### src/hdl/csma_regs.svh
// register offsets, field positions, reset values and timing counts
// assumes 32-bit AXI4-Lite words, byte addresses in the low eight bits
`ifndef CSMA_REGS_SVH
`define CSMA_REGS_SVH

// ==========================================================
// offsets
`define CSMA_OFF_CTRL 8'h00
`define CSMA_OFF_BIT_TIME 8'h04
`define CSMA_OFF_SLOT_TIME 8'h08
`define CSMA_OFF_SLOT_CFG 8'h0C
`define CSMA_OFF_GAP 8'h10
`define CSMA_OFF_FRAME_CFG 8'h14
`define CSMA_OFF_STATUS 8'h18
`define CSMA_OFF_EVENTS 8'h1C

// ==========================================================
// fields
`define CSMA_CTRL_START 0
`define CSMA_CTRL_PRIO 1
`define CSMA_CTRL_MODE_LO 2
`define CSMA_CTRL_PRE_COL 4
`define CSMA_CTRL_POST_COL 5
`define CSMA_MODE_DIFF 2'h0
`define CSMA_MODE_SINGLE 2'h1
`define CSMA_MODE_SPECIAL 2'h2
`define CSMA_EV_DONE 0
`define CSMA_EV_CANCEL 1
`define CSMA_EV_COL_END 2
`define CSMA_EV_COL_POST 3

// ==========================================================
// reset values
`define CSMA_RST_BIT_TIME 16'h0064
`define CSMA_RST_SLOT_TIME 16'h00C8
`define CSMA_RST_SLOT_CFG 32'h0004_0010
`define CSMA_RST_GAP 16'h0100
`define CSMA_RST_FRAME_CFG 32'h0000_0420

// ==========================================================
// timing counts
`define CSMA_PRE_CYC_STD 16'h010E
`define CSMA_PRE_CYC_SPECIAL 16'h013D
`define CSMA_ACT_HOLD_BITS 18'h00003
`define CSMA_CV_BITS 8'h02
`define CSMA_MIN_BIT_CYC 16'h0002
`define CSMA_SYNC_MIN 3'h4

`endif

### src/hdl/csma_pkg.sv
// types shared by the access timing block
// assumes the register header supplies all numbers
package csma_pkg;

  // ==========================================================
  // bus carriers
  typedef struct packed {
    logic [31:0] awaddr;
    logic awvalid;
    logic [31:0] wdata;
    logic [3:0] wstrb;
    logic wvalid;
    logic bready;
    logic [31:0] araddr;
    logic arvalid;
    logic rready;
  } axil_req_type;

  typedef struct packed {
    logic awready;
    logic wready;
    logic bvalid;
    logic [1:0] bresp;
    logic arready;
    logic rvalid;
    logic [31:0] rdata;
    logic [1:0] rresp;
  } axil_rsp_type;

  // ==========================================================
  // sequencer states
  typedef enum logic [3:0] {
    ST_IDLE,
    ST_IDLE_WAIT,
    ST_PRE,
    ST_COUNT,
    ST_PREAMBLE,
    ST_DATA,
    ST_VIOL,
    ST_GAP
  } state_type;

endpackage

### src/hdl/chan_monitor.sv
// line activity latch and bit sync qualification
// assumes a raw line pin from outside the clock domain
`timescale 1ns/1ns
`default_nettype none
`include "csma_regs.svh"

module chan_monitor (
  input wire logic clk_i,
  input wire logic rst_n_i,
  input wire logic ce_i,
  input wire logic rxd_i,
  input wire logic [15:0] bit_cyc_i,
  input wire logic [2:0] thresh_i,
  output var logic active_o,
  output var logic qualified_o
);

  logic s1_q;
  logic s2_q;
  logic s3_q;
  logic edge_w;
  logic [17:0] hold_q;
  logic [15:0] ph_q;
  logic [2:0] run_q;
  logic [2:0] thr_w;
  logic in_window_w;

  // ==========================================================
  // pin synchroniser
  always_ff @(posedge clk_i or negedge rst_n_i)
  begin
    if (!rst_n_i)
    begin
      s1_q <= 1'b0;
      s2_q <= 1'b0;
      s3_q <= 1'b0;
    end
    else if (ce_i)
    begin
      s1_q <= rxd_i;
      s2_q <= s1_q;
      s3_q <= s2_q;
    end
  end

  assign edge_w = s2_q ^ s3_q;

  // ==========================================================
  // activity held three bit times
  always_ff @(posedge clk_i or negedge rst_n_i)
  begin
    if (!rst_n_i)
      hold_q <= 18'h00000;
    else if (ce_i)
    begin
      if (edge_w)
        hold_q <= 18'(bit_cyc_i * `CSMA_ACT_HOLD_BITS);
      else if (hold_q != 18'h00000)
        hold_q <= hold_q - 18'h00001;
    end
  end

  assign active_o = (hold_q != 18'h00000) || edge_w;

  // ==========================================================
  // bit phase resync and sync count
  assign thr_w = (thresh_i < `CSMA_SYNC_MIN) ? `CSMA_SYNC_MIN : thresh_i;
  assign in_window_w = (ph_q >= (bit_cyc_i >> 1)) && (ph_q <= (bit_cyc_i + (bit_cyc_i >> 1)));

  always_ff @(posedge clk_i or negedge rst_n_i)
  begin
    if (!rst_n_i)
    begin
      ph_q <= 16'h0000;
      run_q <= 3'h0;
      qualified_o <= 1'b0;
    end
    else if (ce_i)
    begin
      if (edge_w)
      begin
        ph_q <= 16'h0000;
        if (in_window_w && run_q != 3'h7)
          run_q <= run_q + 3'h1;
        else if (!in_window_w)
          run_q <= 3'h1;
        if (in_window_w && (run_q + 3'h1) >= thr_w)
          qualified_o <= 1'b1;
      end
      else if (ph_q != 16'hFFFF)
        ph_q <= ph_q + 16'h0001;
      if (!active_o)
      begin
        run_q <= 3'h0;
        qualified_o <= 1'b0;
      end
    end
  end

endmodule

`default_nettype wire

### src/hdl/csma_mac_slot_collision.sv
// access slot sequencer, line transmitter and collision handling
// assumes an AXI4-Lite master, a line transceiver and a bit source
//
// Register access over AXI4-Lite and the register addresses were chosen for this implementation.
`timescale 1ns/1ns
`default_nettype none
`include "csma_regs.svh"

// How it works
// - single-ended gap ends at transmit enable rise
// - one idle slot, else wait for idle
// - pre-packet 270 cycles, special mode 317
// - count down N slots before sending
// - slot never shorter than one bit
// - slot wide enough to see earlier sender
// - transmit starts within one bit time
// - any transition latched active three bits
// - preamble collision cancels, retry at once
// - end check always, preamble/post selectable
// - enabled preamble collision terminates, else complete
// - collisions ignored first quarter of preamble
// - special mode collision terminates at once
// - receiver resyncs bit phase on transitions
// - post-packet handling starts same cycle
// - qualify after four to seven sync bits
// - differential gap ends at first transition
module csma_mac_slot_collision (
  input wire logic REF_CLK_I,
  input wire logic RST_N_I,
  input wire logic CLK_EN_I,
  input wire csma_pkg::axil_req_type AXI_REQ_I,
  output var csma_pkg::axil_rsp_type AXI_RSP_O,
  input wire logic RXD_I,
  input wire logic COL_I,
  input wire logic PKT_BIT_I,
  input wire logic PKT_LAST_I,
  output var logic PKT_TAKE_O,
  output var logic TXD_O,
  output var logic TX_EN_O,
  output var logic ACTIVITY_O,
  output var logic QUALIFIED_O
);

  csma_pkg::state_type st_q;
  logic aw_have_q;
  logic w_have_q;
  logic [7:0] awaddr_q;
  logic [31:0] wdata_q;
  logic [3:0] wstrb_q;
  logic bvalid_q;
  logic [1:0] bresp_q;
  logic rvalid_q;
  logic [31:0] rdata_q;
  logic [1:0] rresp_q;
  logic wr_do;
  logic prio_q;
  logic [1:0] mode_q;
  logic pre_col_q;
  logic post_col_q;
  logic pend_q;
  logic [15:0] bit_time_q;
  logic [15:0] slot_time_q;
  logic [31:0] slot_cfg_q;
  logic [15:0] gap_q;
  logic [31:0] frame_cfg_q;
  logic [3:0] ev_q;
  logic [3:0] ev_set_q;
  logic col_s1_q;
  logic col_s2_q;
  logic [15:0] lfsr_q;
  logic [15:0] cnt_q;
  logic [15:0] ph_q;
  logic [7:0] slots_q;
  logic [7:0] bits_q;
  logic cur_bit_q;
  logic last_q;
  logic active_w;
  logic special_w;
  logic [15:0] eff_bit_w;
  logic [15:0] slot_w;
  logic [15:0] pre_len_w;
  logic bit_end_w;
  logic half_w;
  logic [7:0] rand_n_w;
  logic [7:0] pick_w;
  logic col_mask_off_w;

  // ==========================================================
  // channel monitor
  chan_monitor u_mon (
    .clk_i(REF_CLK_I),
    .rst_n_i(RST_N_I),
    .ce_i(CLK_EN_I),
    .rxd_i(RXD_I),
    .bit_cyc_i(eff_bit_w),
    .thresh_i(frame_cfg_q[10:8]),
    .active_o(active_w),
    .qualified_o(QUALIFIED_O)
  );

  assign ACTIVITY_O = active_w;

  // ==========================================================
  // AXI4-Lite write path
  assign wr_do = aw_have_q && w_have_q && !bvalid_q;

  always_ff @(posedge REF_CLK_I or negedge RST_N_I)
  begin
    if (!RST_N_I)
    begin
      aw_have_q <= 1'b0;
      w_have_q <= 1'b0;
      awaddr_q <= 8'h00;
      wdata_q <= 32'h0000_0000;
      wstrb_q <= 4'h0;
      bvalid_q <= 1'b0;
      bresp_q <= 2'h0;
    end
    else if (CLK_EN_I)
    begin
      if (AXI_REQ_I.awvalid && !aw_have_q && !bvalid_q)
      begin
        aw_have_q <= 1'b1;
        awaddr_q <= AXI_REQ_I.awaddr[7:0];
      end
      if (AXI_REQ_I.wvalid && !w_have_q && !bvalid_q)
      begin
        w_have_q <= 1'b1;
        wdata_q <= AXI_REQ_I.wdata;
        wstrb_q <= AXI_REQ_I.wstrb;
      end
      if (wr_do)
      begin
        aw_have_q <= 1'b0;
        w_have_q <= 1'b0;
        bvalid_q <= 1'b1;
        bresp_q <= (awaddr_q[7:5] == 3'h0 && awaddr_q[1:0] == 2'h0) ? 2'h0 : 2'h2;
      end
      else if (bvalid_q && AXI_REQ_I.bready)
        bvalid_q <= 1'b0;
    end
  end

  // ==========================================================
  // AXI4-Lite read path
  always_ff @(posedge REF_CLK_I or negedge RST_N_I)
  begin
    if (!RST_N_I)
    begin
      rvalid_q <= 1'b0;
      rdata_q <= 32'h0000_0000;
      rresp_q <= 2'h0;
    end
    else if (CLK_EN_I)
    begin
      if (AXI_REQ_I.arvalid && !rvalid_q)
      begin
        rvalid_q <= 1'b1;
        rresp_q <= 2'h0;
        unique case (AXI_REQ_I.araddr[7:0])
          `CSMA_OFF_CTRL: rdata_q <= {26'h0, post_col_q, pre_col_q, mode_q, prio_q, pend_q};
          `CSMA_OFF_BIT_TIME: rdata_q <= {16'h0000, bit_time_q};
          `CSMA_OFF_SLOT_TIME: rdata_q <= {16'h0000, slot_time_q};
          `CSMA_OFF_SLOT_CFG: rdata_q <= slot_cfg_q;
          `CSMA_OFF_GAP: rdata_q <= {16'h0000, gap_q};
          `CSMA_OFF_FRAME_CFG: rdata_q <= frame_cfg_q;
          `CSMA_OFF_STATUS: rdata_q <= {16'h0000, slots_q, 4'(st_q), TX_EN_O, QUALIFIED_O,
                                        active_w, pend_q};
          `CSMA_OFF_EVENTS: rdata_q <= {28'h0000000, ev_q};
          default:
          begin
            rdata_q <= 32'h0000_0000;
            rresp_q <= 2'h2;
          end
        endcase
      end
      else if (rvalid_q && AXI_REQ_I.rready)
        rvalid_q <= 1'b0;
    end
  end

  assign AXI_RSP_O = '{awready: !aw_have_q && !bvalid_q, wready: !w_have_q && !bvalid_q,
                       bvalid: bvalid_q, bresp: bresp_q, arready: !rvalid_q,
                       rvalid: rvalid_q, rdata: rdata_q, rresp: rresp_q};

  // ==========================================================
  // configuration registers
  function automatic logic [31:0] merge(input logic [31:0] old_v, input logic [31:0] new_v,
                                        input logic [3:0] strb);
    logic [31:0] res;
    res = old_v;
    for (int i = 0; i < 4; i++)
      if (strb[i])
        res[i*8 +: 8] = new_v[i*8 +: 8];
    return res;
  endfunction

  always_ff @(posedge REF_CLK_I or negedge RST_N_I)
  begin
    if (!RST_N_I)
    begin
      prio_q <= 1'b0;
      mode_q <= `CSMA_MODE_DIFF;
      pre_col_q <= 1'b0;
      post_col_q <= 1'b0;
      bit_time_q <= `CSMA_RST_BIT_TIME;
      slot_time_q <= `CSMA_RST_SLOT_TIME;
      slot_cfg_q <= `CSMA_RST_SLOT_CFG;
      gap_q <= `CSMA_RST_GAP;
      frame_cfg_q <= `CSMA_RST_FRAME_CFG;
    end
    else if (CLK_EN_I && wr_do)
    begin
      unique case (awaddr_q)
        `CSMA_OFF_CTRL:
          if (wstrb_q[0])
          begin
            prio_q <= wdata_q[`CSMA_CTRL_PRIO];
            mode_q <= wdata_q[`CSMA_CTRL_MODE_LO +: 2];
            pre_col_q <= wdata_q[`CSMA_CTRL_PRE_COL];
            post_col_q <= wdata_q[`CSMA_CTRL_POST_COL];
          end
        `CSMA_OFF_BIT_TIME: bit_time_q <= 16'(merge({16'h0000, bit_time_q}, wdata_q, wstrb_q));
        `CSMA_OFF_SLOT_TIME: slot_time_q <= 16'(merge({16'h0000, slot_time_q}, wdata_q, wstrb_q));
        `CSMA_OFF_SLOT_CFG: slot_cfg_q <= merge(slot_cfg_q, wdata_q, wstrb_q);
        `CSMA_OFF_GAP: gap_q <= 16'(merge({16'h0000, gap_q}, wdata_q, wstrb_q));
        `CSMA_OFF_FRAME_CFG: frame_cfg_q <= merge(frame_cfg_q, wdata_q, wstrb_q) & 32'h0000_07FF;
        default:
        begin
        end
      endcase
    end
  end

  // ==========================================================
  // pending request and sticky events, set wins
  always_ff @(posedge REF_CLK_I or negedge RST_N_I)
  begin
    if (!RST_N_I)
    begin
      pend_q <= 1'b0;
      ev_q <= 4'h0;
    end
    else if (CLK_EN_I)
    begin
      if (wr_do && awaddr_q == `CSMA_OFF_CTRL && wstrb_q[0] && wdata_q[`CSMA_CTRL_START])
        pend_q <= 1'b1;
      else if (ev_set_q[`CSMA_EV_DONE])
        pend_q <= 1'b0;
      if (wr_do && awaddr_q == `CSMA_OFF_EVENTS && wstrb_q[0])
        ev_q <= (ev_q & ~wdata_q[3:0]) | ev_set_q;
      else
        ev_q <= ev_q | ev_set_q;
    end
  end

  // ==========================================================
  // collision pin synchroniser and slot randomiser
  always_ff @(posedge REF_CLK_I or negedge RST_N_I)
  begin
    if (!RST_N_I)
    begin
      col_s1_q <= 1'b0;
      col_s2_q <= 1'b0;
      lfsr_q <= 16'hACE1;
    end
    else if (CLK_EN_I)
    begin
      col_s1_q <= COL_I;
      col_s2_q <= col_s1_q;
      lfsr_q <= {lfsr_q[14:0], lfsr_q[15] ^ lfsr_q[13] ^ lfsr_q[12] ^ lfsr_q[10]};
    end
  end

  // ==========================================================
  // derived timing
  assign special_w = (mode_q == `CSMA_MODE_SPECIAL);
  assign eff_bit_w = (bit_time_q < `CSMA_MIN_BIT_CYC) ? `CSMA_MIN_BIT_CYC : bit_time_q;
  assign slot_w = (slot_time_q < eff_bit_w) ? eff_bit_w : slot_time_q;
  assign pre_len_w = special_w ? `CSMA_PRE_CYC_SPECIAL : `CSMA_PRE_CYC_STD;
  assign bit_end_w = (ph_q == eff_bit_w - 16'h0001);
  assign half_w = (ph_q == (eff_bit_w >> 1) - 16'h0001);
  assign rand_n_w = slot_cfg_q[7:0];
  assign pick_w = prio_q ? slot_cfg_q[15:8] : 8'(slot_cfg_q[23:16] +
                  ((rand_n_w == 8'h00) ? 8'h00 : 8'(lfsr_q[7:0] % rand_n_w)));
  assign col_mask_off_w = (bits_q >= (frame_cfg_q[7:0] >> 2));
  assign PKT_TAKE_O = (st_q == csma_pkg::ST_DATA) && bit_end_w && CLK_EN_I;

  // ==========================================================
  // access sequencer and line transmitter
  always_ff @(posedge REF_CLK_I or negedge RST_N_I)
  begin
    if (!RST_N_I)
    begin
      st_q <= csma_pkg::ST_IDLE;
      cnt_q <= 16'h0000;
      ph_q <= 16'h0000;
      slots_q <= 8'h00;
      bits_q <= 8'h00;
      cur_bit_q <= 1'b0;
      last_q <= 1'b0;
      TXD_O <= 1'b0;
      TX_EN_O <= 1'b0;
      ev_set_q <= 4'h0;
    end
    else if (CLK_EN_I)
    begin
      ev_set_q <= 4'h0;
      ph_q <= bit_end_w ? 16'h0000 : ph_q + 16'h0001;
      unique case (st_q)
        csma_pkg::ST_IDLE:
        begin
          cnt_q <= 16'h0000;
          if (pend_q)
            st_q <= csma_pkg::ST_IDLE_WAIT;
        end
        csma_pkg::ST_IDLE_WAIT:
        begin
          if (active_w)
            cnt_q <= 16'h0000;
          else if (cnt_q == slot_w - 16'h0001)
          begin
            cnt_q <= 16'h0000;
            slots_q <= pick_w;
            st_q <= csma_pkg::ST_PRE;
          end
          else
            cnt_q <= cnt_q + 16'h0001;
        end
        csma_pkg::ST_PRE:
        begin
          if (cnt_q == pre_len_w - 16'h0001)
          begin
            cnt_q <= 16'h0000;
            st_q <= csma_pkg::ST_COUNT;
          end
          else
            cnt_q <= cnt_q + 16'h0001;
        end
        csma_pkg::ST_COUNT:
        begin
          if (active_w)
          begin
            cnt_q <= 16'h0000;
            st_q <= csma_pkg::ST_IDLE_WAIT;
          end
          else if (slots_q == 8'h00)
          begin
            // first transition and enable rise in one cycle, line held unchanged in special mode
            TX_EN_O <= 1'b1;
            TXD_O <= special_w ? TXD_O : ~TXD_O;
            ph_q <= special_w ? 16'h0000 : 16'h0001;
            bits_q <= 8'h00;
            last_q <= 1'b0;
            st_q <= special_w ? csma_pkg::ST_DATA : csma_pkg::ST_PREAMBLE;
          end
          else if (cnt_q == slot_w - 16'h0001)
          begin
            cnt_q <= 16'h0000;
            slots_q <= slots_q - 8'h01;
          end
          else
            cnt_q <= cnt_q + 16'h0001;
        end
        csma_pkg::ST_PREAMBLE:
        begin
          if (col_s2_q && col_mask_off_w && pre_col_q)
          begin
            TX_EN_O <= 1'b0;
            ev_set_q[`CSMA_EV_CANCEL] <= 1'b1;
            cnt_q <= 16'h0000;
            st_q <= csma_pkg::ST_IDLE_WAIT;
          end
          else
          begin
            if (ph_q == 16'h0000)
              TXD_O <= ~TXD_O;
            if (bit_end_w)
            begin
              bits_q <= bits_q + 8'h01;
              if (bits_q >= frame_cfg_q[7:0] - 8'h01)
                st_q <= csma_pkg::ST_DATA;
            end
          end
        end
        csma_pkg::ST_DATA:
        begin
          if (col_s2_q && special_w)
          begin
            TX_EN_O <= 1'b0;
            ev_set_q[`CSMA_EV_CANCEL] <= 1'b1;
            cnt_q <= 16'h0000;
            st_q <= csma_pkg::ST_IDLE_WAIT;
          end
          else
          begin
            if (col_s2_q && last_q)
              ev_set_q[`CSMA_EV_COL_END] <= 1'b1;
            if (ph_q == 16'h0000)
            begin
              TXD_O <= special_w ? PKT_BIT_I : ~TXD_O;
              cur_bit_q <= PKT_BIT_I;
              last_q <= PKT_LAST_I;
            end
            else if (half_w && !special_w && !cur_bit_q)
              TXD_O <= ~TXD_O;
            if (bit_end_w && last_q)
            begin
              bits_q <= 8'h00;
              cnt_q <= 16'h0000;
              if (special_w)
              begin
                TX_EN_O <= 1'b0;
                ev_set_q[`CSMA_EV_DONE] <= 1'b1;
                st_q <= csma_pkg::ST_GAP;
              end
              else
                st_q <= csma_pkg::ST_VIOL;
            end
          end
        end
        csma_pkg::ST_VIOL:
        begin
          if (col_s2_q)
            ev_set_q[`CSMA_EV_COL_END] <= 1'b1;
          if (bit_end_w)
            bits_q <= bits_q + 8'h01;
          if (ph_q == 16'h0000 && bits_q == `CSMA_CV_BITS)
          begin
            TX_EN_O <= 1'b0;
            ev_set_q[`CSMA_EV_DONE] <= 1'b1;
            cnt_q <= 16'h0000;
            st_q <= csma_pkg::ST_GAP;
          end
        end
        csma_pkg::ST_GAP:
        begin
          if (col_s2_q && post_col_q && !special_w)
            ev_set_q[`CSMA_EV_COL_POST] <= 1'b1;
          if (cnt_q >= gap_q)
          begin
            cnt_q <= 16'h0000;
            st_q <= pend_q ? csma_pkg::ST_IDLE_WAIT : csma_pkg::ST_IDLE;
          end
          else
            cnt_q <= cnt_q + 16'h0001;
        end
        default:
          st_q <= csma_pkg::ST_IDLE;
      endcase
    end
  end

endmodule

`default_nettype wire

### config.mk
export PLATFORM = sky130hd
export DESIGN_NAME = csma_mac_slot_collision
export DESIGN_NICKNAME = d
export VERILOG_FILES = /design/src/hdl/csma_pkg.sv /design/src/hdl/chan_monitor.sv /design/src/hdl/csma_mac_slot_collision.sv
export VERILOG_INCLUDE_DIRS = /design/src /design/src/hdl
export SDC_FILE = /design/constraint.sdc
export NUM_CORES = 1
export LEC_CHECK = 0
export BUFFER_PORTS_ARGS = -buffer_cell sky130_fd_sc_hd__buf_2
export CAP_MARGIN = 0
export CORE_AREA = 2 2 154 269
export CTS_BUF_LIST = sky130_fd_sc_hd__clkbuf_2 sky130_fd_sc_hd__clkbuf_4 sky130_fd_sc_hd__clkbuf_8
export CTS_CLUSTER_DIAMETER = 80
export DETAILED_ROUTE_END_ITERATION = 16
export DIE_AREA = 0 0 156 271
export PLACE_DENSITY = 0.82
export SLEW_MARGIN = 10
export SYNTH_ARGS = -nofsm -noshare
export SYNTH_HDL_FRONTEND = slang
export SYNTH_SLANG_ARGS = --single-unit
### constraint.sdc
create_clock -name REF_CLK_I -period 15.54 [get_ports REF_CLK_I]
set_input_delay 3.108 -clock REF_CLK_I [delete_from_list [all_inputs] [get_ports REF_CLK_I]]
set_output_delay 3.108 -clock REF_CLK_I [all_outputs]
set_load 0.02 [all_outputs]
; ---- Word-level counts from Yosys, hierarchy flattened
; Cells that the tools add are included.
[word_totals]
register_bits = 304
inputBits = 112
output_inout_bits = 46
word_cells = 348
[op_classes]
n_addsub = 14
mul = 1
n_div = 1
order_cmp = 9
n_eq_ne = 55
mux = 114
bitwise_logic = 10
n_reduce_logical = 96
[ops]
columns = cell, n
row1 = $mux 16, 18
row2 = $pmux 32 s8, 1
row3 = $pmux 16 s8, 1
row4 = $mux 8, 13
row5 = $eq 16x16->1, 4
row6 = $eq 8x5->1 const B, 7
row7 = $mux 4, 14
row8 = $add 16x1->16 const B, 3
row9 = $mux 1, 48
row10 = $reduce_and 3->1, 15
row11 = $mux 18, 2
row12 = $logic_and 1x1->1, 33
row13 = $eq 8x4->1 const B, 4
row14 = $logic_not 8->1, 4
row15 = $pmux 4 s8, 1
row16 = $pmux 8 s4, 1
row17 = $sub 16x1->16 const B, 2
row18 = $ne 2x2->1 const B, 15
row19 = $reduce_and 2->1, 11
row20 = $mul 16x2->18 const B, 1
row21 = $ne 3x3->1 const B, 6
row22 = $reduce_bool 18->1, 1
row23 = $reduce_bool 2->1, 9
row24 = $sub 18x1->18 const B, 1
row25 = 55 further kinds, 85

; ---- Logic depth before layout (Yosys ltp)
[logic_depth]
ltp_word = 10
depth_mapped = 69
mapped_depth_nobuf = 66

; ---- Cells and area by module
; From an unflattened synthesis, not the netlist that was laid out.
[hier_totals]
cells_unflattened = 2354
hier_area_um2 = 21297.9
[by_module_without_submodules]
columns = mod, n_inst, cells_each, area_per_inst_um2, seq_area_each_um2
row1 = csma_mac_slot_collision, 1, 1876, 17306.6, 6530.0
row2 = chan_monitor, 1, 478, 3991.3, 1026.0

; ---- Worst setup path before layout
; No wires, ideal clock.
[synth_timing]
path_type = register -> register
start = register slot_cfg_q[7]
end = register slots_q[7]
setup_time_ps = 137
arrival_ps = 13371
t_required_ps = 15403
path_slack_ps = 2032
path_stages_with_launch = 65
path_buffers = 3
synth_period_minus_slack_ps = 13508
cell_sequence = dfrtp_1 or4_1 or3_1 clkbuf_1 nor2_1 a21oi_1 a21oi_1 ha_1 or4b_2 nand2_1 a21oi_1 o22ai_1 inv_1 ha_1 o21a_1 o21a_1 mux2_2 ha_1 [29 not listed] a21oi_1 o21ai_0 a31oi_1 clkbuf_1 mux2i_1 nand2_1 inv_1 ha_1 a21o_1 a21oi_1 nor2b_1 o21a_1 o41ai_1 xnor2_1 nor3b_1 mux2i_1 nand2_1 a2bb2oi_1
[synth_between]
elab_chain_len = 7
elab_cells_between_ends = 8
cone_classes = add/sub: 1 / div: 1 / mux: 5 / reduce/logical: 1
[synth_lines]
columns = element, line_no
row1 = from (decl), csma_mac_slot_collision.sv:63  ; logic [31:0] slot_cfg_q;
row2 = from (signal assigned), csma_mac_slot_collision.sv:208  ; slot_cfg_q <= `CSMA_RST_SLOT_CFG;
row3 = from (signal assigned), csma_mac_slot_collision.sv:225  ; `CSMA_OFF_SLOT_CFG: slot_cfg_q <= merge(slot_cfg_q, wdata_q, wstrb_q);
row4 = $mod 8x8->8 / $logic_not 8->1 (equally long branches), csma_mac_slot_collision.sv:285  ; ((rand_n_w == 8'h00) ? 8'h00 : 8'(lfsr_q[7:0] % rand_n_w)));
row5 = $mux 8 *, csma_mac_slot_collision.sv:285
row6 = $add 8x8->8 *, csma_mac_slot_collision.sv:284  ; assign pick_w = prio_q ? slot_cfg_q[15:8] : 8'(slot_cfg_q[23:16] +
row7 = $mux 8 *, csma_mac_slot_collision.sv:284
row8 = $mux 8 *, csma_mac_slot_collision.sv:321  ; else if (cnt_q == slot_w - 16'h0001)
row9 = $mux 8 *, csma_mac_slot_collision.sv:319  ; if (active_w)
row10 = $pmux 8 s2 *, csma_mac_slot_collision.sv:310  ; unique case (st_q)
row11 = to (signal assigned), csma_mac_slot_collision.sv:324  ; slots_q <= pick_w;
row12 = to (signal assigned), csma_mac_slot_collision.sv:360  ; slots_q <= slots_q - 8'h01;
row13 = to (decl), csma_mac_slot_collision.sv:73  ; logic [7:0] slots_q;
; Mark *: on every way between the ends. The rest lies on a longest branch, timed or not. The select of a mux whose other input is x is not followed.
; A chain may end at the register's enable or synchronous reset.

; ---- Worst setup path in the final report
[layout_timing]
start = register slot_cfg_q[6]
end = register slots_q[7]
; The elaborated chain is that of the path after synthesis.

==> impl_results.md <==
* DP Area at ~22000 um2
* CTS tree: yes
* Seq/Total Area, Yosys at a little over a third
* Main combinational cell family by area after synthesis: simple AND/OR/NAND/NOR gates
* Setup TNS at 0 ns
* CP Max Fanout at 8
* Design area at about 23000 um2
* Count of different cell masters after synthesis at 91
* Slowest-stage cell, CP: or4b_2
* CP endpoint kind: register
* Arrival time worst endpoint at between 15 and 20 ns
* GPL Wtd Cong at 0.946
* Final Cycle Share at between 90% and 100%
* Die H at 271 um
* Post-Route WL at 65.6 mm
* FILL cells at around 3300
* First-pass GRT wire length at about 100 mm
* Reg clk slew, reported paths at 0.07 ns
* Vias in the first global route at 19187
* CTS H-tree lvls at 2
* Core area at 39900 um2
* Simple-Gate Fraction of Synth Area at 18.1%
* Mux share of post-synthesis cell area at a little under 9%
* Share of cells above drive strength 1 at 17.0%
* Area grow syn2layout at 9.62%
* Relative slew slack at 15.4%
* Final setup fails at 0
* Num Clock Sinks at 301
* Post-layout min period at 14.67 ns
* Hold Fails Final Rpt at 0
* Hold_ws at 0.481 ns
* CTS Root Cell: clkbuf_8
* Compound-Gate Fraction of Synth Area at between 10% and 20%
* Io pins at about 160
* Cells after DPL at around 2800
* CP Launch Type: register
* 1st-iter DRT viols at ~1200
* Yosys reg bits at 301
* Starting density of the core at 52.5%
* DR vias at roughly 19000
* CP required at 16.03 ns
* WS Path Type: register to register
* Syn Inst Count at 2312
* # DRC at 0
* Post-DRT Antenna Nets at 0
* Dpl hpwl at 49.8 mm
* First-pass DRT Iterations at 6
* Dominant synthesized flop cell: dfrtp_1
* GRT overflow at 0
* Full die area at 42300 um2
* CP Buf/Inv Count at 2
* Die W at 156 um
* Status: finished, final reports clean
* Nets@finish at approximately 2700
* CP top delay family: simple AND/OR/NAND/NOR gates
* Max-slew violations at 0
* Post-synth EDFFs at 0
* Final clock skew at a little under 0.05 ns
* Clock latency at the later pin of the worst-skew pair at 0.63 ns
* Syn avg cell area at 9.07 um2
* Peak Freq at 0.0682 GHz
* Setup bufs post-CTS at 0
* Largest net degree at the start of global routing at 153
* Initial antenna violation count at 2
* Worst-Margin Slew at 1.26 ns
* Total CTS buffers at 46
* Mapped Area at 21000 um2
* Ys async rst share at between 90% and 100%
* Adder-cell share of the synthesized area at between 10% and 20%
* CTS max path bufs at 3
* Number of cell rows at 97
* RSZ-0062 raised after global routing: false
* Port Buffers at between 100 and 150
* Synthesis Warnings at 0
* Post-CTS sizing at 0
* Min-delay worst type: register to register
* GR Util All Layers at 30.9%
* Vias/cell at 6.38
* Maxcap violations at 0
* Fin cells at 2912
* Slowest stage delay, CP at between 0.6 and 0.7 ns
* Hold_buf cts at 0
* Per-cell routed wire length at 22.5 um
* Synth Area in XOR/XNOR at 5.79%
## flip-flops by register name, indices dropped and copies added, names as in the netlist, 2 cells and up
name          cells
bit_time_q       16
slots_q           8
slot_cfg_q       32
awaddr_q          8
ev_set_q          4
frame_cfg_q      11
slot_time_q      16
bits_q            8
u_mon.ph_q       16
cnt_q            16
st_q              3
mode_q            2
rdata_q          32
ph_q             16
u_mon.hold_q     18
u_mon.run_q       3
wstrb_q           4
ev_q              4
gap_q            16
lfsr_q           16
wdata_q          32
## cell families after synthesis
logic type / count (synthesis)
adder cells (fa/ha/maj): 175
multiplexers: 167
AO/OA/AOI/OAI: 541
flip-flops: 301
buffers and inverters: 223
other: 1
XOR/XNOR: 137
AND/OR/NAND/NOR: 767
## synth_stat cells (10+ instances only)
master      n  area [um2]
ha_1      172        2150
inv_1     109         409
a22oi_1    22         165
nand2b_1   40         250
xnor2_1    85         744
xor2_1     51         447
mux2i_1    34         340
a21o_1     31         233
a221oi_1   13         114
nor2b_1    25         156
o21ai_0   182         911
nand4_1    22         138
a22o_1     14         123
nor2_1    174         653
nand3_1    65         325
dfrtp_1   282        7060
nor4_1     33         206
a31oi_1    14        87.6
o21a_1     24         180
a21oi_1   112         561
nand2_1   223         837
a211oi_1   10        75.1
nor3_1     68         340
or3_1      23         144
and3_1     23         144
or4_1      10        75.1
clkbuf_1   92         345
mux2_2    133        1500
dfstp_2    19         499
## cells in the final DEF, fill, tap and decap left out, types with 9 or more instances in the layout
| cell | netlist | layout |
|---|---|---|
| or3_1 | 23 | 23 |
| or4_1 | 10 | 10 |
| mux2i_1 | 34 | 34 |
| o211ai_1 | 9 | 9 |
| a22oi_1 | 22 | 22 |
| a31oi_1 | 14 | 13 |
| nand3_1 | 65 | 64 |
| dfrtp_1 | 282 | 282 |
| buf_4 | 6 | 23 |
| xor2_1 | 51 | 51 |
| and3_1 | 23 | 23 |
| nor3_1 | 68 | 66 |
| nor2b_1 | 25 | 25 |
| buf_2 | 8 | 106 |
| clkbuf_4 | 0 | 20 |
| a211oi_1 | 10 | 10 |
| clkbuf_8 | 0 | 56 |
| a22o_1 | 14 | 14 |
| o21ai_1 | 9 | 11 |
| nand2b_1 | 40 | 40 |
| a221oi_1 | 13 | 13 |
| ha_1 | 172 | 172 |
| mux2_2 | 133 | 133 |
| o21ai_0 | 182 | 180 |
| nand4_1 | 22 | 22 |
| a21oi_1 | 112 | 112 |
| inv_1 | 109 | 109 |
| a21o_1 | 31 | 31 |
| nor2_1 | 174 | 173 |
| dfstp_2 | 19 | 19 |
| xnor2_1 | 85 | 84 |
| nand2_1 | 223 | 223 |
| nor4_1 | 33 | 33 |
| o21a_1 | 24 | 24 |
## metrics by stage
step | utilization (%) | setup slack [ns]
finish | 57.6 | 0.872
global route | 57.5 | 0.0672
CTS | 57.4 | 0.484
detailed placement | 54.8 | 0.553
global placement | 54.8 | 0.829
floorplan | - | 2.03
## worst min-delay path, delay by kind of cell (launching register included)
kind             cells  cell delay, ns
AND/OR/NAND/NOR      1            0.04
flip-flops           1            0.34
AO/OA/AOI/OAI        1            0.06
## cell type report
| type | instances | area, um2 | area share [%] |
|---|---|---|---|
| multi-input cells | 1789 | 12600 | 54.7 |
| repair buffers | 132 | 766 | 3.33 |
| diodes | 2 | 5.00 | 0.0218 |
| flip-flops and latches | 301 | 7560 | 32.9 |
| well taps | 495 | 619 | 2.70 |
| inverters | 110 | 413 | 1.80 |
| clock buffers | 76 | 921 | 4.01 |
| clock inverters | 7 | 119 | 0.517 |
## metal layers
metal	share of wire [%]	vias up	GRT usage [%]	routed length, um
met5	0	-	0	0
met4	10	0	27.7	6570
met3	5.9	344	4.21	3880
met2	51	870	55.2	33600
met1	33	8942	30.4	21600
li1	-	8436	-	-
## final timing paths
check | start | to | slack, ns | cells after the start
worst max register to register | slot_cfg_q[6]$_DFFE_PN0P_ | slots_q[7]$_DFFE_PN0P_ | 0.87 | 61
min in group asynchronous | RST_N_I | u_mon.ph_q[9]$_DFFE_PN0P_ | 2.36 | 1
max in group asynchronous | RST_N_I | lfsr_q[9]$_DFFE_PN0P_ | 11.47 | 3
worst max-delay path | slot_cfg_q[6]$_DFFE_PN0P_ | slots_q[7]$_DFFE_PN0P_ | 0.87 | 61
worst min register to register | rdata_q[16]$_DFFE_PN0P_ | rdata_q[16]$_DFFE_PN0P_ | 0.48 | 2
worst min-delay path | rdata_q[16]$_DFFE_PN0P_ | rdata_q[16]$_DFFE_PN0P_ | 0.48 | 2
Power is left out: the tool's default activity adds up to more than one toggle a clock period on the data nets, which glitch-free logic cannot reach.
